--- config.mk ---
export PLATFORM = sky130hd
export DESIGN_NAME = ctf_top
export DESIGN_NICKNAME = d
export VERILOG_FILES = /design/src/hdl/ctf_pkg.sv /design/src/hdl/ctf_top.sv /design/src/hdl/ctf_fifo.sv
export SDC_FILE = /design/constraint.sdc
export NUM_CORES = 1
export LEC_CHECK = 0
export ABC_CLOCK_PERIOD_IN_PS = 2200
export BUFFER_PORTS_ARGS = -buffer_cell sky130_fd_sc_hd__buf_2
export CORE_ASPECT_RATIO = 1.25
export CORE_MARGIN = 4
export CORE_UTILIZATION = 45
export DETAILED_ROUTE_END_ITERATION = 12
export GPL_TIMING_DRIVEN = 0
export PLACE_DENSITY = 0.67
export SLEW_MARGIN = 10
export SYNTH_ARGS = -nofsm -noshare
export SYNTH_HDL_FRONTEND = slang
export SYNTH_SLANG_ARGS = --single-unit
--- constraint.sdc ---
create_clock -name clk_sys -period 2.2 [get_ports clk_sys]
set_input_delay 0.33 -clock clk_sys [delete_from_list [all_inputs] [get_ports clk_sys]]
set_output_delay 0.33 -clock clk_sys [all_outputs]
set_load 0.02 [all_outputs]
--- src/hdl/ctf_pkg.sv ---
package ctf_pkg;
	// Register offsets
	localparam logic [7:0] OSC_SETTING_LOW_ADDR = 8'h04;
	localparam logic [7:0] RATE_READBACK_ADDR   = 8'h05;
	localparam logic [7:0] ACQ_CONTROL_ADDR     = 8'h09;
	localparam logic [7:0] CLK_CONTROL_ADDR     = 8'h1E;
	localparam logic [7:0] GEN_CONTROL_ADDR     = 8'h39;
	localparam logic [7:0] RUN_LENGTH_ADDR      = 8'h3A;
	localparam logic [7:0] DET_CONTROL_ADDR     = 8'h3F;
	localparam logic [7:0] ERR_COUNT_ADDR       = 8'h40;
	localparam logic [7:0] ERR_FLAG_ADDR        = 8'h41;
	localparam logic [7:0] CAPTURE_LOW_ADDR     = 8'h42;
	localparam logic [7:0] CAPTURE_HIGH_ADDR    = 8'h43;
	localparam logic [7:0] USER_PATTERN_ADDR    = 8'h44;
	// Field positions
	localparam int ACQ_RESTART_BIT = 6;
	localparam int BYPASS_BIT      = 5;
	localparam int FULL_CLK_BIT    = 2;
	localparam int ENABLE_BIT      = 2;
	localparam int DET_CLEAR_BIT   = 3;
	localparam int RUN_INSERT_BIT  = 4;
	localparam int RUN_VALUE_BIT   = 5;
	localparam int FULL_RATE_POS   = 6;
	localparam int DIV_EXP_LSB     = 2;
	// Pattern select codes
	localparam logic [1:0] SEL_P7   = 2'h0;
	localparam logic [1:0] SEL_P15  = 2'h1;
	localparam logic [1:0] SEL_P31  = 2'h2;
	localparam logic [1:0] SEL_USER = 2'h3;
	// Misc
	localparam logic [7:0] REG_RESET   = 8'h00;
	localparam int         RUN_SCALE   = 8;
	localparam int         CAPTURE_LEN = 16;
endpackage

--- src/hdl/ctf_top.sv ---
// Overview of operation
// - Rate readback fields allow reference-free rate estimate
// - Full-rate flag bit6, divider bits5:2 at 0x5
// - Active oscillator core in bits1:0 at 0x5
// - Oscillator setting low eight bits at 0x4
// - Restart strobe restarts acquisition, keeps mode
// - Detector enable bit2, pattern bits1:0 at 0x3F
// - Mode 3 captures sixteen bits once
// - Clear strobe clears error flag and count
// - Error flag at 0x41, count at 0x40
// - Detector disabled freezes flag and count
// - Generator enable bit2, pattern select bits1:0
// - Generator mode 3 repeats user word
// - Run insertion: value bit5, length eight times field
// - Output clock defaults to half rate
// - Bit2 of 0x1E selects full-rate clock
// - Bit5 of 0x9 routes input around recovery
`timescale 1ns/1ps
module ctf_top #(
	parameter int FIFO_DEPTH = 8,
	parameter int RUN_WIDTH  = 11
) (
	// Clock and reset
	input  wire logic       clk_sys,
	input  wire logic       reset,
	// Register port
	input  wire logic       regWrite,
	input  wire logic       regRead,
	input  wire logic [7:0] regAddr,
	input  wire logic [7:0] regWrData,
	output logic      [7:0] regRdData,
	// Oscillator core status
	input  wire logic [9:0] oscillatorSetting,
	input  wire logic       fullRateFlag,
	input  wire logic [3:0] dividerExponent,
	// Line data
	input  wire logic       rxDataBit,
	input  wire logic       rxDataValid,
	input  wire logic       rawInputBit,
	// Outputs
	output logic            txDataBit,
	output logic            txDataValid,
	output logic            outClock,
	output logic            acquisitionRestart,
	output logic            recoveryBypass
);
	////////////////////////////////////////////////////////////////////
	// Registers
	logic [7:0]  acqCtlQ;        // Acquisition control
	logic [7:0]  clkCtlQ;        // Output clock control
	logic [7:0]  genCtlQ;        // Generator control
	logic [7:0]  runLenQ;        // Run length field
	logic [7:0]  detCtlQ;        // Detector control
	logic [31:0] userPatternQ;   // User pattern word
	logic [7:0]  errCountQ;      // Pattern error tally
	logic        errFlagQ;       // Pattern error flag
	logic [15:0] captureQ;       // Sampled data capture
	logic        captureDoneQ;   // One-shot capture taken
	logic [4:0]  captureCntQ;    // Bits captured
	logic [9:0]  oscSetQ;        // Synchronised status
	logic [9:0]  oscSetMetaQ;
	logic [4:0]  rateStatQ;
	logic [4:0]  rateStatMetaQ;
	logic [1:0]  rxMetaQ;
	logic [1:0]  rxQ;
	logic [1:0]  rawMetaQ;
	logic [1:0]  rawQ;
	logic [30:0] detLfsrQ;       // Detector reference
	logic [30:0] genLfsrQ;       // Generator state
	logic [4:0]  userIdxQ;       // User pattern bit index
	logic [RUN_WIDTH-1:0] runCntQ; // Run remaining
	logic        runPhaseQ;      // In inserted run
	logic        clkDivQ;        // Half-rate divider

	////////////////////////////////////////////////////////////////////
	// Decode
	// Write strobes per register
	wire wrAcq    = regWrite && regAddr == ctf_pkg::ACQ_CONTROL_ADDR;
	wire wrDet    = regWrite && regAddr == ctf_pkg::DET_CONTROL_ADDR;
	wire wrPat    = regWrite && regAddr[7:2] == ctf_pkg::USER_PATTERN_ADDR[7:2];
	// Field views of the control registers
	wire detEn    = detCtlQ[ctf_pkg::ENABLE_BIT];
	wire [1:0] detSel = detCtlQ[1:0];
	wire genEn    = genCtlQ[ctf_pkg::ENABLE_BIT];
	wire [1:0] genSel = genCtlQ[1:0];
	wire restartFall = wrAcq && acqCtlQ[ctf_pkg::ACQ_RESTART_BIT]
		&& !regWrData[ctf_pkg::ACQ_RESTART_BIT];
	wire clearFall   = wrDet && detCtlQ[ctf_pkg::DET_CLEAR_BIT]
		&& !regWrData[ctf_pkg::DET_CLEAR_BIT];

	// Feedback taps per polynomial, used by both pattern engines
	function automatic logic lfsrTap(input logic [30:0] s, input logic [1:0] sel);
		case (sel)
			ctf_pkg::SEL_P7:  lfsrTap = s[6] ^ s[5];
			ctf_pkg::SEL_P15: lfsrTap = s[14] ^ s[13];
			default:          lfsrTap = s[30] ^ s[27];
		endcase
	endfunction

	// Newest bit enters at the bottom; the polynomial lives in the taps
	function automatic logic [30:0] lfsrNext(input logic [30:0] s, input logic [1:0] sel,
		input logic b);
		lfsrNext = {s[29:0], b};
	endfunction

	////////////////////////////////////////////////////////////////////
	// Pin synchronisers, two stages before use
	always_ff @(posedge clk_sys) begin
		rxMetaQ       <= {rxDataValid, rxDataBit};
		rxQ           <= rxMetaQ;
		rawMetaQ      <= {1'b0, rawInputBit};
		rawQ          <= rawMetaQ;
		oscSetMetaQ   <= oscillatorSetting;
		oscSetQ       <= oscSetMetaQ;
		rateStatMetaQ <= {fullRateFlag, dividerExponent};
		rateStatQ     <= rateStatMetaQ;
	end
	// Only the second stage feeds logic
	wire rxBit = rxQ[0];
	wire rxVal = rxQ[1];

	////////////////////////////////////////////////////////////////////
	// Control register writes
	always_ff @(posedge clk_sys) begin
		if (reset) begin
			acqCtlQ      <= ctf_pkg::REG_RESET;
			clkCtlQ      <= ctf_pkg::REG_RESET;
			genCtlQ      <= ctf_pkg::REG_RESET;
			runLenQ      <= ctf_pkg::REG_RESET;
			detCtlQ      <= ctf_pkg::REG_RESET;
			userPatternQ <= '0;
		end else if (regWrite) begin
			case (regAddr)
				ctf_pkg::ACQ_CONTROL_ADDR: acqCtlQ <= regWrData;
				ctf_pkg::CLK_CONTROL_ADDR: clkCtlQ <= regWrData;
				ctf_pkg::GEN_CONTROL_ADDR: genCtlQ <= regWrData;
				ctf_pkg::RUN_LENGTH_ADDR:  runLenQ <= regWrData;
				ctf_pkg::DET_CONTROL_ADDR: detCtlQ <= regWrData;
				// Read-only and unmapped offsets fall through and are dropped
				// Pattern bytes sit low byte first from the base offset
				default: begin
					if (wrPat)
						userPatternQ[8*regAddr[1:0] +: 8] <= regWrData;
				end
			endcase
		end
	end

	////////////////////////////////////////////////////////////////////
	// Read mux, registered
	always_ff @(posedge clk_sys) begin
		if (reset) begin
			regRdData <= '0;
		end else if (regRead) begin
			case (regAddr)
				ctf_pkg::OSC_SETTING_LOW_ADDR: regRdData <= oscSetQ[7:0];
				ctf_pkg::RATE_READBACK_ADDR: regRdData <= {1'b0, rateStatQ, oscSetQ[9:8]};
				// Control registers read back as written
				ctf_pkg::ACQ_CONTROL_ADDR:   regRdData <= acqCtlQ;
				ctf_pkg::CLK_CONTROL_ADDR:   regRdData <= clkCtlQ;
				ctf_pkg::GEN_CONTROL_ADDR:   regRdData <= genCtlQ;
				ctf_pkg::RUN_LENGTH_ADDR:    regRdData <= runLenQ;
				ctf_pkg::DET_CONTROL_ADDR:   regRdData <= detCtlQ;
				ctf_pkg::ERR_COUNT_ADDR:     regRdData <= errCountQ;
				ctf_pkg::ERR_FLAG_ADDR:      regRdData <= {7'h00, errFlagQ};
				// Capture halves, low byte first
				ctf_pkg::CAPTURE_LOW_ADDR:   regRdData <= captureQ[7:0];
				ctf_pkg::CAPTURE_HIGH_ADDR:  regRdData <= captureQ[15:8];
				default: regRdData <= wrPat ? 8'h00
					: (regAddr[7:2] == ctf_pkg::USER_PATTERN_ADDR[7:2])
					? userPatternQ[8*regAddr[1:0] +: 8] : 8'h00;
			endcase
		end
	end

	////////////////////////////////////////////////////////////////////
	// Acquisition restart pulse and bypass select
	always_ff @(posedge clk_sys) begin
		if (reset) begin
			acquisitionRestart <= 1'b0;
			recoveryBypass     <= 1'b0;
		end else begin
			acquisitionRestart <= restartFall;
			// Bypass route
			// Follows the stored bit, so it lags the write by two cycles
			recoveryBypass     <= acqCtlQ[ctf_pkg::BYPASS_BIT];
		end
	end

	////////////////////////////////////////////////////////////////////
	// Pattern detector: self-seeding from received bits
	// Checking and capture share the received stream
	// Checking runs only for the three sequence codes, never in capture mode
	wire detRun       = detEn && rxVal && detSel != ctf_pkg::SEL_USER;
	// Capture mode armed; leaving it rearms the one-shot
	wire capArmed     = detEn && detSel == ctf_pkg::SEL_USER;
	// Received bit against the prediction from earlier received bits
	wire detBitErr    = rxBit ^ lfsrTap(detLfsrQ, detSel);
	// Tally stops at full scale instead of wrapping back to zero
	wire errCountFull = errCountQ == 8'hFF;

	// Reference history; it shifts on a clear too, so a clear never
	// knocks the prediction out of step with the line
	always_ff @(posedge clk_sys) begin
		if (reset) begin
			detLfsrQ <= '0;
		end else if (detRun) begin
			detLfsrQ <= lfsrNext(detLfsrQ, detSel, rxBit);
		end
	end

	// Error flag and tally; a clear wins over an error in the same cycle
	always_ff @(posedge clk_sys) begin
		if (reset) begin
			errCountQ <= '0;
			errFlagQ  <= 1'b0;
		end else if (clearFall) begin
			errCountQ <= '0;
			errFlagQ  <= 1'b0;
		end else if (detRun && detBitErr) begin
			// Flag is sticky until the next clear
			errFlagQ <= 1'b1;
			if (!errCountFull)
				errCountQ <= errCountQ + 8'h01;
		end
	end

	// One-shot capture of sixteen received bits
	always_ff @(posedge clk_sys) begin
		if (reset) begin
			captureQ     <= '0;
			captureDoneQ <= 1'b0;
			captureCntQ  <= '0;
		// Rearm whenever capture mode is left
		end else if (!capArmed) begin
			captureDoneQ <= 1'b0;
			captureCntQ  <= '0;
		end else if (rxVal && !captureDoneQ) begin
			// Newest bit lands in bit 0; held once sixteen are in
			captureQ     <= {captureQ[14:0], rxBit};
			captureCntQ  <= captureCntQ + 5'h01;
			captureDoneQ <= captureCntQ == 5'(ctf_pkg::CAPTURE_LEN - 1);
		end
	end

	////////////////////////////////////////////////////////////////////
	// Generator, feeding the FIFO
	logic genBitW;
	logic fifoReadyW;
	wire  runLenZero = runLenQ == 8'h00;
	wire  [RUN_WIDTH-1:0] runTotal = RUN_WIDTH'(runLenQ) * RUN_WIDTH'(ctf_pkg::RUN_SCALE);
	wire  genStep = genEn && fifoReadyW;
	wire  prbsBit = lfsrTap(genLfsrQ, genSel);
	assign genBitW = runPhaseQ ? genCtlQ[ctf_pkg::RUN_VALUE_BIT]
		: (genSel == ctf_pkg::SEL_USER) ? userPatternQ[userIdxQ] : prbsBit;

	// Nothing advances while the FIFO refuses a bit
	always_ff @(posedge clk_sys) begin
		if (reset) begin
			genLfsrQ  <= '1;
			// Bit 31 first: the user word goes out MSB first
			userIdxQ  <= '1;
			runCntQ   <= '0;
			runPhaseQ <= 1'b0;
		end else if (genStep) begin
			// Insert a run after each pattern word
			if (runPhaseQ) begin
				runCntQ   <= runCntQ - 1'b1;
				runPhaseQ <= runCntQ != RUN_WIDTH'(1);
			end else begin
				genLfsrQ <= lfsrNext(genLfsrQ, genSel, prbsBit);
				userIdxQ <= userIdxQ - 1'b1;
				// Word end starts a run; a zero field inserts none
				if (userIdxQ == 5'h00 && genCtlQ[ctf_pkg::RUN_INSERT_BIT] && !runLenZero) begin
					runPhaseQ <= 1'b1;
					runCntQ   <= runTotal;
				end
			end
		end
	end

	// Eight bits of slack let the generator run ahead of the drain
	logic fifoValidW;
	logic fifoBitW;
	ctf_fifo #(
		.WIDTH (1),
		.DEPTH (FIFO_DEPTH)
	) u_fifo (
		.clk_sys  (clk_sys),
		.reset    (reset),
		.inValid  (genEn),
		.inReady  (fifoReadyW),
		.inData   (genBitW),
		.outValid (fifoValidW),
		.outReady (clkDivQ),
		.outData  (fifoBitW)
	);

	////////////////////////////////////////////////////////////////////
	// Output data and clock
	always_ff @(posedge clk_sys) begin
		if (reset) begin
			txDataBit   <= 1'b0;
			txDataValid <= 1'b0;
			outClock    <= 1'b0;
			clkDivQ     <= 1'b0;
		end else begin
			// Divider high phase is the drain slot of the FIFO
			clkDivQ <= ~clkDivQ;
			// Half rate unless selected full
			// Full rate holds the clock high: each valid cycle is one bit
			outClock <= clkCtlQ[ctf_pkg::FULL_CLK_BIT] ? 1'b1 : clkDivQ;
			// Bypass wins over generator and recovered data
			if (acqCtlQ[ctf_pkg::BYPASS_BIT]) begin
				txDataBit   <= rawQ[0];
				txDataValid <= 1'b1;
			// Generator bits leave at the divided rate
			end else if (genEn) begin
				txDataBit   <= fifoBitW;
				txDataValid <= fifoValidW && clkDivQ;
			// Otherwise recovered data passes straight through
			end else begin
				txDataBit   <= rxBit;
				txDataValid <= rxVal;
			end
		end
	end
endmodule

--- src/hdl/ctf_fifo.sv ---
`timescale 1ns/1ps
module ctf_fifo #(
	parameter int WIDTH = 1,
	parameter int DEPTH = 8
) (
	// Clock and reset
	input  wire logic             clk_sys,
	input  wire logic             reset,
	// Fill side
	input  wire logic             inValid,
	output logic                  inReady,
	input  wire logic [WIDTH-1:0] inData,
	// Drain side
	output logic                  outValid,
	input  wire logic             outReady,
	output logic      [WIDTH-1:0] outData
);
	localparam int AW = $clog2(DEPTH);

	logic [WIDTH-1:0] memQ [DEPTH];   // Storage
	logic [AW-1:0]    wrPtrQ;         // Write index
	logic [AW-1:0]    rdPtrQ;         // Read index
	logic [AW:0]      countQ;         // Fill level
	logic             pushW;
	logic             popW;

	assign pushW = inValid & inReady;
	assign popW  = outValid & outReady;

	////////////////////////////////////////////////////////////////////
	// Pointers and level; full refuses, empty withholds
	always_ff @(posedge clk_sys) begin
		if (reset) begin
			wrPtrQ   <= '0;
			rdPtrQ   <= '0;
			countQ   <= '0;
			inReady  <= 1'b1;
			outValid <= 1'b0;
		end else begin
			if (pushW)
				wrPtrQ <= (wrPtrQ == AW'(DEPTH-1)) ? '0 : wrPtrQ + 1'b1;
			if (popW)
				rdPtrQ <= (rdPtrQ == AW'(DEPTH-1)) ? '0 : rdPtrQ + 1'b1;
			countQ   <= countQ + (AW+1)'(pushW) - (AW+1)'(popW);
			inReady  <= (countQ + (AW+1)'(pushW) - (AW+1)'(popW)) != (AW+1)'(DEPTH);
			outValid <= (countQ + (AW+1)'(pushW) - (AW+1)'(popW)) != '0;
		end
	end

	// Storage write
	always_ff @(posedge clk_sys) begin
		if (pushW)
			memQ[wrPtrQ] <= inData;
	end

	// Registered read data, pre-fetched at the next head
	always_ff @(posedge clk_sys) begin
		if (reset)
			outData <= '0;
		else if (popW)
			outData <= (pushW && countQ == (AW+1)'(1)) ? inData
				: memQ[(rdPtrQ == AW'(DEPTH-1)) ? '0 : rdPtrQ + 1'b1];
		else if (pushW && countQ == '0)
			outData <= inData;
	end
endmodule

==> results of run 1 <==
[cell type report]
class | count | area [um^2] | area share
Buffer | 80 | 424 | 0.0334
Clock buffer | 34 | 743 | 0.0586
Clock inverter | 14 | 231 | 0.0183
Inverter | 27 | 104 | 0.00819
Multi-Input combinational cell | 864 | 5190 | 0.409
Sequential cell | 253 | 5150 | 0.406
Tap cell | 325 | 407 | 0.0321
Timing Repair Buffer | 66 | 435 | 0.0343
[timing repair]
item	4_1_cts	5_1_grt
pin swaps	4	6
hold buffers	18	0
hold endpoints to repair	18	0
gates resized for setup	7	17
buffers inserted	3	3
setup endpoints to repair	18	46
[flip-flops by register name, summed over array words and instances, names as in the netlist, 10 cells and up]
signal	count
userPatternQ	32
detLfsrQ	31
runCntQ	11
oscSetMetaQ	10
genLfsrQ	31
oscSetQ	10
captureQ	16
[tightest hold or removal path, cell delays in order]
cell and delay, ns:
buf_2 0.15, nor3_2 0.12, nand2_1 0.09, a211oi_2 0.06
[layout by cell type, fill, tap and decap left out, drive strengths merged, types with 7 or more instances in the layout]
master / n
a21oi: 134
a221oi: 7
a22o: 10
a22oi: 13
buf: 67
clkbuf: 95
dfxtp: 245
dlygate4sd3: 18
edfxtp: 8
ha: 20
inv: 26
mux2i: 38
mux4: 14
nand2: 260
nand2b: 11
nand3: 45
nand3b: 33
nand4: 35
nor2: 84
nor3: 23
nor4: 7
o21ai: 22
xnor2: 9
xor2: 12
[synth_stat cells (8+ instances only)]
cell type  number
o21ai_0        21
xor2_1         12
nand2_1       260
nand2b_1       10
ha_1           20
mux2i_1        37
nand3b_1       33
dfxtp_1       245
a22oi_1        13
clkbuf_1       57
inv_1          25
edfxtp_1        8
nor3_1         22
mux4_2         13
nand4_1        35
buf_2           9
a21oi_1       134
nor2_1         84
xnor2_1         9
nand3_1        45
[cell families (layout without fill, tap and decap cells)]
group | after synthesis | count (layout) | synth area share
and+or+nand+nor | 533 | 533 | 0.230
muxes | 54 | 54 | 0.0679
xor gates and xnor gates | 21 | 21 | 0.0170
DFF | 253 | 253 | 0.476
AOI/OAI and AO/OA | 235 | 235 | 0.135
adders and majority gates | 21 | 21 | 0.0250
buffers and inverters | 111 | 221 | 0.0490
[layer usage]
layer  share of wire  global-route usage
met5          0.0011                   0
met4           0.041              0.0847
met3           0.068              0.0409
met2            0.48               0.366
met1            0.41               0.267
[how the worst min path moves through the flow]
stage | from | to | slack [ns] | cells past startpoint
2_1_floorplan | oscSetMetaQ[0] | oscSetQ[0] | 0.31 | 0
3_3_place_gp | oscSetMetaQ[1] | oscSetQ[1] | 0.31 | 0
5_1_grt | regWrite | regRdData[0] | 0.25 | 4
6_report | regWrite | regRdData[0] | 0.27 | 4
3_5_place_dp | oscSetMetaQ[0] | oscSetQ[0] | 0.31 | 0
4_1_cts | regWrite | regRdData[0] | 0.23 | 4
[power groups by stage]
stage	combinational [W]	sequential, W	clock [W]
after floorplan	0.000441	0.00484	0
after global placement	0.000645	0.00484	0
after detailed placement	0.000659	0.00484	0
after CTS	0.000688	0.00474	0.00504
after global routing	0.000794	0.00475	0.00524
final	0.000721	0.00474	0.00496
[metrics by stage]
step / cells / setup WS (ns) / hold slack, ns / total power [W]
global placement: 1595 / -0.441 / 0.310 / 0.00548
CTS: 1661 / 0.000940 / 0.235 / 0.0105
global route: 1663 / 0.00733 / 0.251 / 0.0108
finish: 1663 / 0.0778 / 0.267 / 0.0104
detailed placement: 1595 / -0.477 / 0.312 / 0.00550
floorplan: 1228 / 0.196 / 0.310 / 0.00528
==> qor.yml, run 1 <==
critical_path_required_ns: 2.56
hp-class: "primary input to flop"
routed_wl_mm: 28.8
path_class: "flop to flop"
finish.utilization: 0.534
synthCells: 1228
worstPathArrival_ns: 2.48
setup_violations: 0
antenna_cells: 0
drtAntennaViolNets: 0
numCtsBuffers: 26
ioPinCount: 51
crit_path_max_fanout: 8
final_nets: 1377
cp_top_family: "multiplexers"
fp-row-count: 63
clock.fmax_ghz: 0.471
synth_area_leaders: "dfxtp_1 (45%), nand2_1 (9.0%), a21oi_1 (6.2%)"
fin_setup_tns_ns: 0
max_stage_delay_ns: 0.48
clk_pin_slew_ns: 0.06
grtUsageTotal: 0.214
switchingPower_w: 0.00235
cts_tree: "yes"
p_leak_nw: 4.87
grt_pass1_wl_mm: 46.8
pwr-share-comb: 0.069
finalHoldViolCount: 0
core_area_mm2: 0.0237
die_width_um: 147
clockBufferDepth: 3
seq_area_frac_synth: 0.476
slew_violations: 0
drt-wirelength-per-cell_um: 17.3
vias: 9180
path_buf_inv: 2
worst_setup_path_end_kind: "flop"
reg2reg_setup_slack_ns: 0.08
synth.avg_cell_area_um2: 8.80
drive_above_1_share: 0.123
grt_max_degree: 15
crit_start: "userIdxQ[2]"
drc: 0
overflow: 0
ys_seq_elements: 253
syn_to_final_growth_pct: 17.3
cts-root-buf: "clkbuf_16"
synth_top_area_share: 0.454
fin_area_mm2: 0.0127
rsz0062_at_grt: "false"
cts_sinks: 253
clk_latency_ns: 0.53
synth-main-ff-cell: "dfxtp_1"
synth_top_area_cell: "dfxtp_1"
routabilityCongestion: 0.928
synthArstFlopShare: 0
drt_iter0_markers: 533
syn_area_mm2: 0.0108
seqPwrFrac: 0.455
relSlewSlack: 0.316
synth_edf_count: 8
initial_core_util: 0.456
port-buffer-count: 42
status: "finished clean"
timing.final.crit_share: 0.965
r2r-start: "userIdxQ[2]"
start_kind: "flop"
drv_cap: 0
skew_ns: 0.00918
fp.dieArea_mm2: 0.0266
reg2regPathDepth: 8
placed_area_mm2: 0.0114
fill_cells: 2193
r2r-end: "u_fifo.memQ[3]"
die_y_um: 181
cp_cell_sequence: "buf_6 > buf_8 > mux2i_2 > mux4_2 > a31oi_1 > o311a_1 > nor2_2 > nor2_4"
ir_worst_vdd_uv: 659
p_clk_frac: 0.476
p_sw_frac: 0.226
dp_hpwl_mm: 20.3
period_minus_slack_ns: 2.12
p_int_w: 0.00807
htreeDepth: 1
crit_cells: 8
cp-endpoint: "u_fifo.memQ[3]"
detail_route.vias_per_cell: 5.52
tightest_slew_ns: 1.02
synth_nets: 1287
ys_types: 79
first_pass_iters: 5
critPathSlowestCell: "mux4_2"
grt_pass1_vias: 8940
antenna_found_initial: 2
power_density_mw_per_mm2: 822
ys_warn_count: 0
(Power assumes the default switching activity.)
==> run 2, diff against run 1 <==
--- a/config.mk
+++ b/config.mk
@@ -5,7 +5,6 @@
 export SDC_FILE = /design/constraint.sdc
 export NUM_CORES = 1
 export LEC_CHECK = 0
-export ABC_CLOCK_PERIOD_IN_PS = 2200
 export BUFFER_PORTS_ARGS = -buffer_cell sky130_fd_sc_hd__buf_2
 export CORE_ASPECT_RATIO = 1.25
 export CORE_MARGIN = 4
@@ -13,6 +12,7 @@
 export DETAILED_ROUTE_END_ITERATION = 12
 export GPL_TIMING_DRIVEN = 0
 export PLACE_DENSITY = 0.67
+export RECOVER_POWER = 50
 export SLEW_MARGIN = 10
 export SYNTH_ARGS = -nofsm -noshare
 export SYNTH_HDL_FRONTEND = slang
==> run 2 against run 1 <==
Compared with the run above:
- clock skew up 0.00070 ns
- via count up 0.28%
- first-iteration DRC count up 11%
- sequential power about the same
- total power about the same
- critical path depth down 1
- cell area down 0.32%
- core utilization down 0.17 points
- register-to-register slack about the same
- sequential share of layout area up 0.13 points
- combinational power down 1%
- critical path type is now primary input to flop
- largest cell class unchanged
==> qor.yml, run 2 (synthesis gave the netlist of run 1 again) <==
drt-wirelength-per-cell_um: 17.3  # about the same
grt_max_degree: 15  # unchanged
power_density_mw_per_mm2: 824  # was 822 mW/mm^2
critical_path_required_ns: 2.65  # was 2.56 ns
tightest_slew_ns: 1.07  # was 1.02 ns
largest_reg_flops: 32  # unchanged
grt_pass1_wl_mm: 46.8  # unchanged
clock.fmax_ghz: 0.467  # was 0.471 GHz
clk_latency_ns: 0.53  # about the same
die_width_um: 147  # unchanged
grtUsageTotal: 0.214  # unchanged
layout_setup_ws_ns: 0.0578  # was 0.0778 ns
final_nets: 1377  # unchanged
drtAntennaViolNets: 0  # unchanged
instances_no_fill: 1663  # unchanged
drive_above_1_share: 0.109  # was 0.123
routabilityCongestion: 0.928  # unchanged
rsz0062_at_grt: "false"  # unchanged
final_common_cell: "nand2_1"  # unchanged
r2r-end: "u_fifo.memQ[2]"  # was u_fifo.memQ[3]
reg2reg_setup_slack_ns: 0.07  # was 0.08 ns
detail_route.vias_per_cell: 5.54  # was 5.52
cp_cell_sequence: "buf_2 > or4b_4 > nor3_1 > a32oi_1 > nand4_1 > a21oi_1 > nor3_1"  # was buf_6 > buf_8 > mux2i_2 > mux4_2 > a31oi_1 > o311a_1 > nor2_2 > nor2_4
layout_common_cells: "nand2_1 (257), dfxtp_1 (242), a21oi_1 (134)"  # unchanged
fill_cells: 2199  # was 2193
die_y_um: 181  # unchanged
drv_cap: 0  # unchanged
hp-class: "primary input to flop"  # unchanged
antenna_cells: 0  # unchanged
setup_violations: 0  # unchanged
overflow: 0  # unchanged
htreeDepth: 1  # unchanged
place_ws_ns: -0.477  # unchanged
routed_wl_mm: 28.8  # about the same
worstPathArrival_ns: 2.59  # was 2.48 ns
reg2regPathDepth: 8  # unchanged
start_kind: "primary input"  # was flop
hold_path_end: "regRdData[0]"  # unchanged
slew_violations: 0  # unchanged
numCtsBuffers: 26  # unchanged
drc: 0  # unchanged
top_register: "userPatternQ"  # unchanged
r2r-start: "userIdxQ[2]"  # unchanged
path_class: "primary input to flop"  # was flop to flop
max_stage_delay_ns: 0.83  # was 0.48 ns
syn_to_final_growth_pct: 16.9  # was 17.3%
crit_path_max_fanout: 7  # was 8
fp.dieArea_mm2: 0.0266  # unchanged
p_leak_nw: 4.80  # was 4.87 nW
clk_pin_slew_ns: 0.06  # about the same
worst_setup_path_end_kind: "flop"  # unchanged
cp_top_family: "simple AND/OR/NAND/NOR gates"  # was multiplexers
first_pass_iters: 5  # unchanged
antenna_found_initial: 2  # unchanged
cts_sinks: 253  # unchanged
drt_iter0_markers: 590  # was 533
fp-row-count: 63  # unchanged
relSlewSlack: 0.284  # was 0.316
cts-root-buf: "clkbuf_16"  # unchanged
min_path_cells: 4  # unchanged
ioPinCount: 51  # unchanged
path_buf_inv: 1  # was 2
skew_ns: 0.00988  # was 0.00918 ns
grt_pass1_vias: 8940  # unchanged
status: "finished clean"  # unchanged
top_regs: "userPatternQ x32, detLfsrQ x31, genLfsrQ x31"  # unchanged
port-buffer-count: 42  # unchanged
placedCellCount: 1595  # unchanged
crit_top_cell: "nor3_1"
clockBufferDepth: 3  # unchanged
dp_hpwl_mm: 20.3  # unchanged
period_minus_slack_ns: 2.14  # was 2.12 ns
ir_worst_vdd_uv: 659  # about the same
vias: 9206  # was 9180
total_power_w: 0.0104  # about the same
cts_tree: "yes"  # unchanged
core_area_mm2: 0.0237  # unchanged
initial_core_util: 0.456  # unchanged
min-delay-start: "regWrite"  # unchanged
timing.final.crit_share: 0.974  # was 0.965
critPathSlowestCell: "nor3_1"  # was mux4_2
finalHoldViolCount: 0  # unchanged
## run 2: final cells by class
cell class / instances / area, um^2 / share of cell area
Clock inverter: 14 / 231 / 0.0183
Buffer: 80 / 410 / 0.0325
Clock buffer: 34 / 743 / 0.0588
Inverter: 27 / 104 / 0.00822
Tap cell: 325 / 407 / 0.0322
Sequential cell: 253 / 5150 / 0.407
Multi-Input combinational cell: 864 / 5180 / 0.410
Timing Repair Buffer: 66 / 413 / 0.0327
## run 2: repair_timing
item | CTS | global route
hold buffers | 18 | 0
hold endpoints to repair | 18 | 0
pin swaps | 4 | 6
setup endpoints to repair | 18 | 46
setup buffers | 3 | 3
gates resized for setup | 7 | 17
## run 2: stage by stage
step                 util  hold slack, ns  area (um^2)  TNS [ns]
floorplan               -           0.310        10800         0
global placement    0.482           0.310        11400    -19.36
detailed placement  0.482           0.312        11400    -20.94
CTS                 0.532           0.235        12600         0
global route        0.533           0.251        12600         0
finish              0.533           0.272        12600         0
## run 2: how the worst max path moves through the flow
stage | startpoint | to | slack, ns | cells past startpoint
after detailed placement | regAddr[1] | acquisitionRestart | -0.48 | 11
after CTS | userIdxQ[2] | u_fifo.memQ[1] | 0.0009 | 8
final | regAddr[5] | regRdData[6] | 0.06 | 7
after floorplan | clkDivQ | u_fifo.outValid | 0.20 | 10
after global placement | regAddr[1] | acquisitionRestart | -0.44 | 11
after global routing | genCtlQ[2] | u_fifo.outValid | 0.007 | 8
## run 2: per-layer routing
metal  global-route usage  up-vias  wire [um]
li1                     -     4484          -
met1                0.267     4362      12000
met2                0.366      286      14100
met3               0.0409       70       1630
met4               0.0847        4        999
met5                    0        -         26
## run 2: report_power, final
group / total [W] / leakage [nW] / internal (W) / switching (W)
Combinational: 0.000714 / 2.27 / 0.000281 / 0.000433
Clock: 0.00496 / 0.469 / 0.00309 / 0.00187
Sequential: 0.00474 / 2.07 / 0.00470 / 0.0000482
## run 2: worst min-delay path, stage by stage
cell and delay (ns):
buf_2 0.15, nor3_2 0.12, nand2_1 0.09, a211oi_2 0.06
==> run 3, diff against run 2 <==
==> constraint.sdc (replaced) <==
create_clock -name clk_sys -period 2.2 [get_ports clk_sys]
set_input_delay 0.44 -clock clk_sys [delete_from_list [all_inputs] [get_ports clk_sys]]
set_output_delay 0.44 -clock clk_sys [all_outputs]
set_load 0.02 [all_outputs]
==> run 3 against run 2 <==
Compared with the run above:
- sequential cell count stayed put
- global-route usage about the same
- final cell count is 0.12% lower
- critical endpoint is now userPatternQ[20]
- setup slack improved by 0.0091 ns
- largest power group unchanged
- register-to-register slack barely moved
- core utilization about the same
- via count about the same
==> qor.yml, run 3 (synthesis gave the netlist of run 1 again) <==
status: "finished clean"  # unchanged
die_y_um: 181  # unchanged
finalHoldViolCount: 0  # unchanged
drive_above_1_share: 0.115  # was 0.109
routabilityCongestion: 0.928  # unchanged
clockBufferDepth: 3  # unchanged
fin_area_mm2: 0.0126  # about the same
max_stage_delay_ns: 0.57  # was 0.83 ns
fp-row-count: 63  # unchanged
tightest_slew_ns: 0.915  # was 1.07 ns
final_nets: 1375  # was 1377
critical_path_required_ns: 2.65  # about the same
power_density_mw_per_mm2: 824  # about the same
cts_sinks: 253  # unchanged
ioPinCount: 51  # unchanged
initial_core_util: 0.456  # unchanged
vias: 9208  # was 9206
clk_pin_slew_ns: 0.06  # about the same
wl_met3_mm: 1.81  # was 1.63 mm
top_regs: "userPatternQ x32, detLfsrQ x31, genLfsrQ x31"  # unchanged
htreeDepth: 1  # unchanged
relSlewSlack: 0.388  # was 0.284
setup_violations: 0  # unchanged
cp_cell_sequence: "buf_2 > or4b_4 > nor3_1 > buf_2 > buf_2 > nand4_1 > a21oi_1"  # was buf_2 > or4b_4 > nor3_1 > a32oi_1 > nand4_1 > a21oi_1 > nor3_1
drt_iter0_markers: 634  # was 590
port-buffer-count: 42  # unchanged
grt_max_degree: 15  # unchanged
hp-class: "primary input to flop"  # unchanged
drv_cap: 0  # unchanged
grt_pass1_vias: 8925  # was 8940
period_minus_slack_ns: 2.13  # was 2.14 ns
numCtsBuffers: 26  # unchanged
grtUsageTotal: 0.214  # about the same
skew_ns: 0.00898  # was 0.00988 ns
whs_ns: 0.0174  # was 0.272 ns
antenna_found_initial: 2  # unchanged
drc: 0  # unchanged
wl_met1_mm: 11.8  # was 12.0 mm
finish.utilization: 0.533  # about the same
cts_tree: "yes"  # unchanged
core_area_mm2: 0.0237  # unchanged
overflow: 0  # unchanged
dp_hpwl_mm: 20.3  # unchanged
largest_reg_flops: 32  # unchanged
die_width_um: 147  # unchanged
start_kind: "primary input"  # unchanged
dr_wl_met2_mm: 14.1  # about the same
timing.final.crit_share: 0.970  # was 0.974
crit_path_max_fanout: 10  # was 7
layout_common_cells: "nand2_1 (257), dfxtp_1 (242), a21oi_1 (134)"  # unchanged
clk_latency_ns: 0.53  # about the same
p_leak_nw: 4.81  # was 4.80 nW
fill_cells: 2204  # was 2199
top_layer_used: "met5"  # unchanged
crit_top_cell: "buf_2"  # was nor3_1
drtAntennaViolNets: 0  # unchanged
grt_pass1_wl_mm: 46.8  # about the same
clock.fmax_ghz: 0.469  # was 0.467 GHz
slew_violations: 0  # unchanged
placed_area_mm2: 0.0114  # unchanged
routed_wl_mm: 28.8  # about the same
ir_worst_vdd_uv: 658  # was 659 uV
path_class: "primary input to flop"  # unchanged
rsz0062_at_grt: "false"  # unchanged
layout_setup_ws_ns: 0.0669  # was 0.0578 ns
syn_to_final_growth_pct: 17.0  # was 16.9%
drt-wirelength-per-cell_um: 17.3  # about the same
critPathSlowestCell: "or4b_4"  # was nor3_1
top_register: "userPatternQ"  # unchanged
final_common_cell: "nand2_1"  # unchanged
cts-root-buf: "clkbuf_16"  # unchanged
worstPathArrival_ns: 2.59  # about the same
worst_setup_path_end_kind: "flop"  # unchanged
fp.dieArea_mm2: 0.0266  # unchanged
first_pass_iters: 5  # unchanged
antenna_cells: 0  # unchanged
place_ws_ns: -0.587  # was -0.477 ns
fin_setup_tns_ns: 0  # unchanged
detail_route.vias_per_cell: 5.54  # about the same
==> run 3: changes by cell type in the layout (fill, tap and decap cells not counted), sizes merged <==
cell and change:
dlygate4sd3 -2, buf -1, clkbuf +1
==> run 3: layout make-up <==
type,instances,area (um^2),share of cell area
Buffer,80,418,0.0330
Clock inverter,14,231,0.0183
Sequential cell,253,5150,0.407
Multi-Input combinational cell,864,5200,0.411
Clock buffer,34,743,0.0588
Tap cell,325,407,0.0322
Timing Repair Buffer,64,394,0.0312
Inverter,27,104,0.00821
==> run 3: where the power goes <==
part | total, W | switching (W) | internal [W] | leakage (nW)
Clock | 0.00496 | 0.00187 | 0.00309 | 0.469
Combinational | 0.000715 | 0.000435 | 0.000280 | 2.27
Sequential | 0.00474 | 0.0000484 | 0.00470 | 2.07
==> run 3: critical path: cells and delay by family <==
kind | cells | cell delay (ns)
and+or+nand+nor | 3 | 1.20
buffers and inverters | 3 | 0.76
AOI/OAI and AO/OA | 1 | 0.18
==> run 3: stage by stage <==
step	total power, W	std cells
floorplan	0.00528	1228
global placement	0.00548	1595
detailed placement	0.00550	1595
CTS	0.0105	1658
global route	0.0108	1661
finish	0.0104	1661
==> run 3: what timing repair did <==
action | CTS | global route
hold endpoints to repair | 15 | 1
endpoints found under the setup margin | 19 | 69
gates cloned | 0 | 0
resized for setup | 8 | 22
hold buffers | 15 | 1
setup buffers | 3 | 3
pin swaps | 4 | 6
==> run 3: final timing paths <==
check / startpoint / depth (start not counted) / slack, ns / to
worst max-delay path: regAddr[5] / 7 / 0.07 / userPatternQ[20]
worst max register to register: userIdxQ[2] / 8 / 0.08 / u_fifo.memQ[3]
worst min-delay path: dividerExponent[2] / 1 / 0.02 / rateStatMetaQ[2]
worst min register to register: oscSetMetaQ[3] / 0 / 0.32 / oscSetQ[3]
==> run 3: layer usage <==
layer,vias up,GRT usage
met2,293,0.365
li1,4476,-
met1,4364,0.268
met3,71,0.0409
met4,4,0.0847
met5,-,0
